## config.mk

```make
export PLATFORM = sky130hd
export DESIGN_NAME = aoaf_filter
export DESIGN_NICKNAME = d
export VERILOG_FILES = /design/src/verilog/aoaf_pkg.sv /design/src/verilog/aoaf_accum.sv /design/src/verilog/aoaf_filter.sv
export VERILOG_INCLUDE_DIRS = /design/src /design/src/verilog
export SDC_FILE = /design/constraint.sdc
export NUM_CORES = 1
export LEC_CHECK = 0
export ABC_AREA = 1
export BUFFER_PORTS_ARGS = -buffer_cell sky130_fd_sc_hd__buf_2
export CORE_MARGIN = 5
export CORE_UTILIZATION = 45
export CTS_CLUSTER_SIZE = 10
export DETAILED_ROUTE_END_ITERATION = 8
export GPL_ROUTABILITY_DRIVEN = 1
export GPL_TIMING_DRIVEN = 0
export PLACE_DENSITY = 0.61
export SLEW_MARGIN = 0
export SYNTH_ARGS = -nofsm -noshare
export SYNTH_HDL_FRONTEND = slang
export SYNTH_SLANG_ARGS = --single-unit
```

## constraint.sdc

```tcl
create_clock -name core_clk_i -period 8.5 [get_ports core_clk_i]
set_clock_uncertainty 0.15 [all_clocks]
set_input_delay 1.7 -clock core_clk_i [delete_from_list [all_inputs] [get_ports core_clk_i]]
set_output_delay 1.7 -clock core_clk_i [all_outputs]
set_load 0.01 [all_outputs]
```

## src/verilog/aoaf_consts.svh

```systemverilog
// Register map, field positions, reset values and sizes of the ADC
// oversampling/averaging filter; shared by the package and the modules.
// Assumes the includer wants plain `define constants only.
`ifndef AOAF_CONSTS_SVH
`define AOAF_CONSTS_SVH

// Widths of the register port and the data paths
`define AOAF_ADDR_W      4
`define AOAF_DATA_W      16
`define AOAF_SAMPLE_W    12
`define AOAF_SUM_W       20
`define AOAF_CHAN_W      5
`define AOAF_CNT_W       9
`define AOAF_LOG2_W      4

// Register offsets on the plain register port
`define AOAF_OFF_CTRL    4'h0
`define AOAF_OFF_RESULT  4'h1
`define AOAF_OFF_STATUS  4'h2
`define AOAF_OFF_MASK    4'h3
`define AOAF_OFF_CHAN    4'h4

// Control register fields
`define AOAF_EN_BIT      15
`define AOAF_MODE_MSB    14
`define AOAF_MODE_LSB    13
`define AOAF_RATIO_MSB   12
`define AOAF_RATIO_LSB   10
`define AOAF_IRQEN_BIT   9
`define AOAF_RDY_BIT     8

// Mode codes
`define AOAF_MODE_AVG    2'h3
`define AOAF_MODE_OVS    2'h0

// Interrupt status bits
`define AOAF_STS_W       2
`define AOAF_STS_DONE    0
`define AOAF_STS_OVR     1

// Reset values
`define AOAF_CTRL_RST    16'h0000
`define AOAF_MASK_RST    2'h0
`define AOAF_CHAN_RST    5'h00

`endif

```

## src/verilog/aoaf_pkg.sv

```systemverilog
// Types of the ADC oversampling/averaging filter.
// Assumes aoaf_consts.svh is on the include path.
`include "aoaf_consts.svh"

package aoaf_pkg;

  // Filter sequencing state, one-hot
  typedef enum logic [1:0] {
    ST_IDLE = 2'b01,
    ST_RUN  = 2'b10
  } aoaf_state_t;

  typedef logic [`AOAF_DATA_W-1:0] aoaf_word_t;

endpackage : aoaf_pkg

```

## src/verilog/aoaf_accum.sv

```systemverilog
// Sample accumulator: sums 2**log2n samples, then hands the sum out.
// Assumes samples arrive on the same clock and log2n holds steady
// between clears.
`timescale 1ns/1ns
`include "aoaf_consts.svh"

module aoaf_accum
  import aoaf_pkg::*;
(
  // Clock and reset
  input  wire logic                      core_clk_i,
  input  wire logic                      resetn_i,
  // Control
  input  wire logic                      clear_i,
  input  wire logic [`AOAF_LOG2_W-1:0]   log2n_i,
  // Samples in
  input  wire logic                      sample_vld_i,
  input  wire logic [`AOAF_SAMPLE_W-1:0] sample_i,
  // Sum out
  output logic                           done_o,
  output logic [`AOAF_SUM_W-1:0]         sum_o
);

  logic [`AOAF_SUM_W-1:0] acc_q;
  logic [`AOAF_CNT_W-1:0] cnt_q;
  logic [`AOAF_CNT_W-1:0] last_cnt;
  logic                   last_smp;
  logic [`AOAF_SUM_W-1:0] acc_sum;

  // Index of the final sample of one block
  assign last_cnt = `AOAF_CNT_W'((`AOAF_CNT_W+1)'(1) << log2n_i) - 9'h001;
  assign last_smp = sample_vld_i && (cnt_q == last_cnt);
  assign acc_sum  = acc_q + `AOAF_SUM_W'(sample_i);

  // Accumulate; the last sample closes the block and restarts at zero
  always_ff @(posedge core_clk_i or negedge resetn_i)
  begin
    if (!resetn_i)
    begin
      acc_q  <= '0;
      cnt_q  <= '0;
      done_o <= 1'b0;
      sum_o  <= '0;
    end
    else if (clear_i)
    begin
      acc_q  <= '0;
      cnt_q  <= '0;
      done_o <= 1'b0;
    end
    else
    begin
      done_o <= last_smp;
      if (last_smp)
      begin
        sum_o <= acc_sum;
        acc_q <= '0;
        cnt_q <= '0;
      end
      else if (sample_vld_i)
      begin
        acc_q <= acc_sum;
        cnt_q <= cnt_q + 9'h001;
      end
    end
  end

endmodule : aoaf_accum

```

## src/verilog/aoaf_filter.sv

```systemverilog
// ADC oversampling/averaging result filter: control, result and IRQ.
// Assumes conversion results come from logic on core_clk_i, one cycle
// each, and a register master that never waits.
//
// What this block does
// Filter runs only while enabled; disabling clears the ready flag.
// Mode field 11 averages, 00 oversamples; 10 and 01 are reserved.
// Oversampling ratio codes give 4,16,64,256,2,8,32,128 samples.
// Oversampling results are 13 to 16 bits, 12.1 up to 12.4 format.
// Averaging ratio codes give 2,4,8,16,32,64,128,256 samples.
// Interrupt enable set raises the common interrupt on ready results while the done mask bit is set.
// Ready flag sets on new result, clears when result is read.
// Ratio field meaning depends on the current mode.
// Accumulate exactly the selected count of the channel, then restart.
`timescale 1ns/1ns
`include "aoaf_consts.svh"

module aoaf_filter
  import aoaf_pkg::*;
(
  // Clock and reset
  input  wire logic                      core_clk_i,
  input  wire logic                      resetn_i,
  // Register port
  input  wire logic [`AOAF_ADDR_W-1:0]   reg_addr_i,
  input  wire logic [`AOAF_DATA_W-1:0]   reg_wdata_i,
  input  wire logic                      reg_wr_i,
  input  wire logic                      reg_rd_i,
  output logic      [`AOAF_DATA_W-1:0]   reg_rdata_o,
  // Conversion results
  input  wire logic                      conv_valid_i,
  input  wire logic [`AOAF_CHAN_W-1:0]   conv_chan_i,
  input  wire logic [`AOAF_SAMPLE_W-1:0] conv_data_i,
  // Status
  output logic                           result_ready_o,
  output logic                           irq_o
);

  // Control fields and state
  logic                      filter_enable_q;
  logic [1:0]                mode_q;
  logic [2:0]                filter_ratio_select_q;
  logic                      filter_irq_enable_q;
  logic                      rdy_q;
  aoaf_word_t                result_q;
  logic [`AOAF_STS_W-1:0]    sts_q;
  logic [`AOAF_STS_W-1:0]    mask_q;
  logic [`AOAF_CHAN_W-1:0]   chan_q;
  aoaf_word_t                rdata_q;
  aoaf_state_t               state_q;
  aoaf_state_t               state_d;

  // Control reset fields come from one word so they cannot drift apart
  localparam aoaf_word_t     ctrl_rst = `AOAF_CTRL_RST;

  // Register decode
  wire wr_ctrl   = reg_wr_i && (reg_addr_i == `AOAF_OFF_CTRL);
  wire wr_status = reg_wr_i && (reg_addr_i == `AOAF_OFF_STATUS);
  wire wr_mask   = reg_wr_i && (reg_addr_i == `AOAF_OFF_MASK);
  wire wr_chan   = reg_wr_i && (reg_addr_i == `AOAF_OFF_CHAN);
  wire rd_result = reg_rd_i && (reg_addr_i == `AOAF_OFF_RESULT);

  // Reserved mode codes keep the filter idle rather than guess a ratio
  wire mode_avg  = (mode_q == `AOAF_MODE_AVG);
  wire mode_ovs  = (mode_q == `AOAF_MODE_OVS);
  wire run_ok    = filter_enable_q && (mode_avg || mode_ovs);
  wire running   = (state_q == ST_RUN);

  // Ratio decode; the same code means different counts per mode
  wire [2:0] frac_bits = {1'b0, filter_ratio_select_q[1:0]} + 3'h1;
  wire [3:0] log2_ovs  = filter_ratio_select_q[2]
                         ? {frac_bits, 1'b0} - 4'h1
                         : {frac_bits, 1'b0};
  wire [3:0] log2_avg  = {1'b0, filter_ratio_select_q} + 4'h1;
  wire [3:0] log2n     = mode_avg ? log2_avg : log2_ovs;
  // Oversampling keeps frac_bits extra bits; averaging keeps none
  wire [3:0] shift     = mode_avg ? log2_avg
                                  : log2_ovs - {1'b0, frac_bits};

  // Accumulator control; a control write restarts the current block
  wire sample_vld = running && conv_valid_i
                    && (conv_chan_i == chan_q);
  wire acc_clear  = !running || wr_ctrl;
  wire acc_done;
  wire [`AOAF_SUM_W-1:0] acc_sum;
  wire [`AOAF_SUM_W-1:0] scaled = acc_sum >> shift;
  wire result_new = acc_done && running;

  // Read data mux; unmapped offsets read zero
  wire [`AOAF_DATA_W-1:0] ctrl_rd = {filter_enable_q, mode_q,
                                     filter_ratio_select_q,
                                     filter_irq_enable_q, rdy_q, 8'h00};
  wire [`AOAF_DATA_W-1:0] rdata_d =
      (reg_addr_i == `AOAF_OFF_CTRL)   ? ctrl_rd :
      (reg_addr_i == `AOAF_OFF_RESULT) ? result_q :
      (reg_addr_i == `AOAF_OFF_STATUS) ? {14'h0000, sts_q} :
      (reg_addr_i == `AOAF_OFF_MASK)   ? {14'h0000, mask_q} :
      (reg_addr_i == `AOAF_OFF_CHAN)   ? {11'h000, chan_q} : 16'h0000;

  // Interrupt events only when the filter may interrupt at all
  wire [`AOAF_STS_W-1:0] sts_set = {result_new && rdy_q && !rd_result,
                                    result_new}
                                   & {`AOAF_STS_W{filter_irq_enable_q}};
  wire [`AOAF_STS_W-1:0] sts_d   =
      (sts_q & ~(wr_status ? reg_wdata_i[`AOAF_STS_W-1:0] : 2'h0))
      | sts_set;  // Set wins over a same-cycle clear

  // Ready flag: a finished result beats a read in the same cycle
  wire rdy_d = !filter_enable_q ? 1'b0 :
               result_new       ? 1'b1 :
               rd_result        ? 1'b0 : rdy_q;

  aoaf_accum u_accum (
    .core_clk_i   (core_clk_i),
    .resetn_i     (resetn_i),
    .clear_i      (acc_clear),
    .log2n_i      (log2n),
    .sample_vld_i (sample_vld),
    .sample_i     (conv_data_i),
    .done_o       (acc_done),
    .sum_o        (acc_sum)
  );

  // Sequencer next state
  always_comb
  begin
    state_d = state_q;
    case (state_q)
      ST_IDLE: if (run_ok) state_d = ST_RUN;
      ST_RUN:  if (!run_ok) state_d = ST_IDLE;
      default: state_d = ST_IDLE;
    endcase
  end

  // Control register
  always_ff @(posedge core_clk_i or negedge resetn_i)
  begin
    if (!resetn_i)
    begin
      filter_enable_q       <= ctrl_rst[`AOAF_EN_BIT];
      mode_q                <= ctrl_rst[`AOAF_MODE_MSB:`AOAF_MODE_LSB];
      filter_ratio_select_q <= ctrl_rst[`AOAF_RATIO_MSB:`AOAF_RATIO_LSB];
      filter_irq_enable_q   <= ctrl_rst[`AOAF_IRQEN_BIT];
    end
    else if (wr_ctrl)
    begin
      filter_enable_q       <= reg_wdata_i[`AOAF_EN_BIT];
      mode_q                <= reg_wdata_i[`AOAF_MODE_MSB:`AOAF_MODE_LSB];
      filter_ratio_select_q <= reg_wdata_i[`AOAF_RATIO_MSB:`AOAF_RATIO_LSB];
      filter_irq_enable_q   <= reg_wdata_i[`AOAF_IRQEN_BIT];
    end
  end

  // Mask, channel and read-data registers
  always_ff @(posedge core_clk_i or negedge resetn_i)
  begin
    if (!resetn_i)
    begin
      mask_q  <= `AOAF_MASK_RST;
      chan_q  <= `AOAF_CHAN_RST;
      rdata_q <= 16'h0000;
    end
    else
    begin
      if (wr_mask)
        mask_q <= reg_wdata_i[`AOAF_STS_W-1:0];
      if (wr_chan)
        chan_q <= reg_wdata_i[`AOAF_CHAN_W-1:0];
      rdata_q <= reg_rd_i ? rdata_d : 16'h0000;
    end
  end

  // Result, ready flag, status and sequencer state
  always_ff @(posedge core_clk_i or negedge resetn_i)
  begin
    if (!resetn_i)
    begin
      result_q <= 16'h0000;
      rdy_q    <= 1'b0;
      sts_q    <= 2'h0;
      state_q  <= ST_IDLE;
    end
    else
    begin
      if (result_new)
        result_q <= scaled[`AOAF_DATA_W-1:0];
      rdy_q   <= rdy_d;
      sts_q   <= sts_d;
      state_q <= state_d;
    end
  end

  assign reg_rdata_o    = rdata_q;
  assign result_ready_o = rdy_q;
  assign irq_o          = |(sts_q & mask_q);

  // Checking helpers: samples taken since the last block closed
  logic [`AOAF_CNT_W:0] chk_cnt_q;
  always_ff @(posedge core_clk_i or negedge resetn_i)
  begin
    if (!resetn_i)
      chk_cnt_q <= '0;
    else if (acc_clear)
      chk_cnt_q <= '0;
    else
      chk_cnt_q <= (acc_done ? 10'h000 : chk_cnt_q)
                   + {9'h000, sample_vld};
  end
endmodule : aoaf_filter

```

==> out/metrics.cfg <==
[global_routing]
gr-total-overflow = 0
grt_util_all_layers_pct = 19.1
grt_pass1_vias = 5438
grt_max_degree = 66
antenna_found_initial = 0
grt_pass1_wl_mm = 25.9

[timing]
setup_tns_ps = 0
period_share_pct = 42.1
hold_viol = 0
rsz0062_at_grt = no
fmax_mhz = 280
worst_slew_pin_slew_ps = 872
max_slew_margin_pct = 41.3
finalSetupViolCount = 0
final_max_slew_viol_count = 0
fin_crit_ps = 3580

[critical_path]
crit_path_start_kind = input pin
slowest_stage = fa_1
cpPeakStageDelay_ps = 450
critPathArrivalTime_ps = 3660
cp-end-kind = flip-flop
cp_top_family = adder cells
critPathBufInv = 2
path_class = in -> reg
crit_chain = buf_2 -> ha_1 -> fa_1 -> nand2_1 -> nand2_1 -> o21ai_0 -> inv_1 -> nand3_1 -> nand3_1 -> nand2_1 -> o21ai_0 -> o21ai_0 -> nor2_1 -> nand2_1 -> o21ai_0
required_ps = 8580
cp_max_fo = 4

[clock_tree]
cts_buffer_depth = 2
ctsHoldBuffers = 0
cts_root_buf = clkbuf_16
post_cts_buffers = 0
cts_sinks = 101
cts_tree = done
numCtsBuffers = 9
clk_pin_slew_ps = 70
cts_resized = 0
clock_latency_ps = 360
cts_htree_levels = 3

[route]
vias = 5774
vias_per_cell = 5.05
drt_iter0_markers = 330
ant_nets = 0
finalWirelength_mm = 15.5
drtPass1Iterations = 5
drc_errors = 0
drt-wirelength-per-cell_um = 13.6

[flow_run]
cap_violations = 0

[pwr]
power.total_mw = 1.54
leakagePower_nw = 3.61
powerDensity_nw_per_um2 = 211
peakVddDrop_mv = 0.108

[synth]
synth-warning-count = 0
synth_ff_type = dfrtp_1
synth_top_area_share_pct = 38.7
syn-num-nets = 956
synth_cell_type_count = 44
synth-seq-cells = 101
async_flop_share_pct = 100
synth_area_per_cell_sq_um = 7.25
synthCells = 891
synthTopCellsByArea = dfrtp_1 39%, nand2_1 15%, o21ai_0 7.3%
synth-seq-area-share_pct = 39.1
synth_edf_count = 0
synth_top_area_cell = dfrtp_1
syn_area_sq_um = 6460

[place]
routabilityCongestion = 0.894
numPortBuffers = 55
dp_hpwl_mm = 12.1
place_inst = 1127

[floorplan]
fp.dieH_um = 130
dieArea_sq_um = 16900
core_sq_um = 14000
rows = 43
ios = 60
chipWidth_um = 130
initial_core_util_pct = 46.2

[layout]
multi_input_area_sq_um = 3360
seqCellArea_sq_um = 2530
n_antenna_cell = 0
layout-drive-gt1-share_pct = 13.1
fill_cells = 1453
syn2layout_area_growth_pct = 13.0
final_cells = 1143
final_nets = 1023

[worst_hold_path]
hold_path_class = reg -> reg

[run_status]
status = completed

-- state kept, by name, indices dropped and copies added, names as in the netlist, 2 cells and up --
register               cells
sts_q                      2
chan_q                     5
u_accum.sum_o             20
mask_q                     2
reg_rdata_o               16
state_q                    2
u_accum.acc_q             20
result_q                  16
u_accum.cnt_q              9
mode_q                     2
filter_ratio_select_q      3
-- where the power goes --
part | total, mW | switching [mW] | internal (mW)
logic | 0.578 | 0.397 | 0.181
registers | 0.522 | 0.0203 | 0.502
clock network | 0.439 | 0.193 | 0.246
total | 1.54 | 0.610 | 0.929
-- path summary, 6_finish.rpt --
| path | from | end | slack [ps] | depth (start not counted) |
|---|---|---|---|---|
| max | conv_data_i[0] | u_accum.acc_q[14] | 4920 | 15 |
| min reg2reg | u_accum.sum_o[9] | u_accum.sum_o[9] | 330 | 2 |
| min | u_accum.sum_o[9] | u_accum.sum_o[9] | 330 | 2 |
| min in group asynchronous | resetn_i | chan_q[2] | 1160 | 1 |
| max reg2reg | filter_ratio_select_q[0] | u_accum.acc_q[5] | 4950 | 17 |
| max in group asynchronous | resetn_i | u_accum.sum_o[13] | 6340 | 2 |
-- routing by layer --
metal | part of all wire (%) | routed length, um | vias up | global-route usage [%]
li1 | - | - | 3030 | -
met1 | 47 | 7340 | 2625 | 25.9
met2 | 47 | 7310 | 101 | 31.6
met3 | 3.7 | 580 | 18 | 2.58
met4 | 1.8 | 279 | 0 | 6.72
met5 | 0 | 0 | - | 0
-- worst register-to-register path: stages (launching register included) --
cell	delay (ps)
dfrtp_1	510
inv_1	150
ha_1	370
o21ai_2	110
nor2_2	240
inv_1	60
nor2_1	130
nand2_1	90
ha_1	310
xor2_1	200
nand4_1	130
nor2_1	140
nand4_1	100
nor2_1	120
nand3_2	210
buf_2	280
nand2_1	100
nand2_1	50
-- logic make-up after synthesis --
logic type | synth area share, %
mux | 0.832
compound gates | 15.7
buf+inv | 8.94
xor+xnor | 3.25
simple gates | 27.5
fa+ha+maj | 4.57
flops | 39.1
-- placed cells by master, fill, tap and decap left out, types with 3 or more instances in the layout --
master	count
nand2_1	256
inv_1	111
dfrtp_1	100
o21ai_0	94
nor2_1	66
buf_2	60
nand3_1	53
a21oi_1	31
ha_1	22
o21ai_2	17
clkbuf_1	16
xor2_1	16
o211ai_1	10
nand2_2	9
nor3_1	9
nand4_1	9
clkbuf_16	9
xnor2_1	8
o32ai_1	5
a31oi_1	5
buf_6	4
or2_2	4
inv_2	3
nor4_1	3
a21boi_0	3
buf_1	3
mux2_2	3
-- cell usage after synthesis, types with 10 or more instances --
cell type and number:
nand2_1 256, ha_1 22, clkbuf_1 15, a21oi_1 31, o21ai_2 17, inv_1 111
o211ai_1 10, o21ai_0 94, xor2_1 16, nor2_1 66, nand3_1 53, dfrtp_1 100
-- per-stage QoR --
stage / hold slack, ps / utilization, % / instance area (sq um) / worst slack [ps]
final: 334 / 52.2 / 7300 / 4920
after global routing: 364 / 52.2 / 7300 / 4590
after floorplan: 299 / - / 6460 / 4970
after detailed placement: 320 / 50.0 / 6990 / 4540
after global placement: 314 / 49.8 / 6960 / 4440
after CTS: 337 / 52.2 / 7300 / 4910
-- cell type report --
class | count | area share (%)
repair buffers | 56 | 4.18
plain buffers | 28 | 1.95
flip-flops and latches | 101 | 34.6
inverters | 116 | 5.96
well taps | 180 | 3.08
clock buffers | 12 | 3.51
clock inverters | 4 | 0.737
multi-input cells | 646 | 46.0
(Power assumes the default switching activity.)
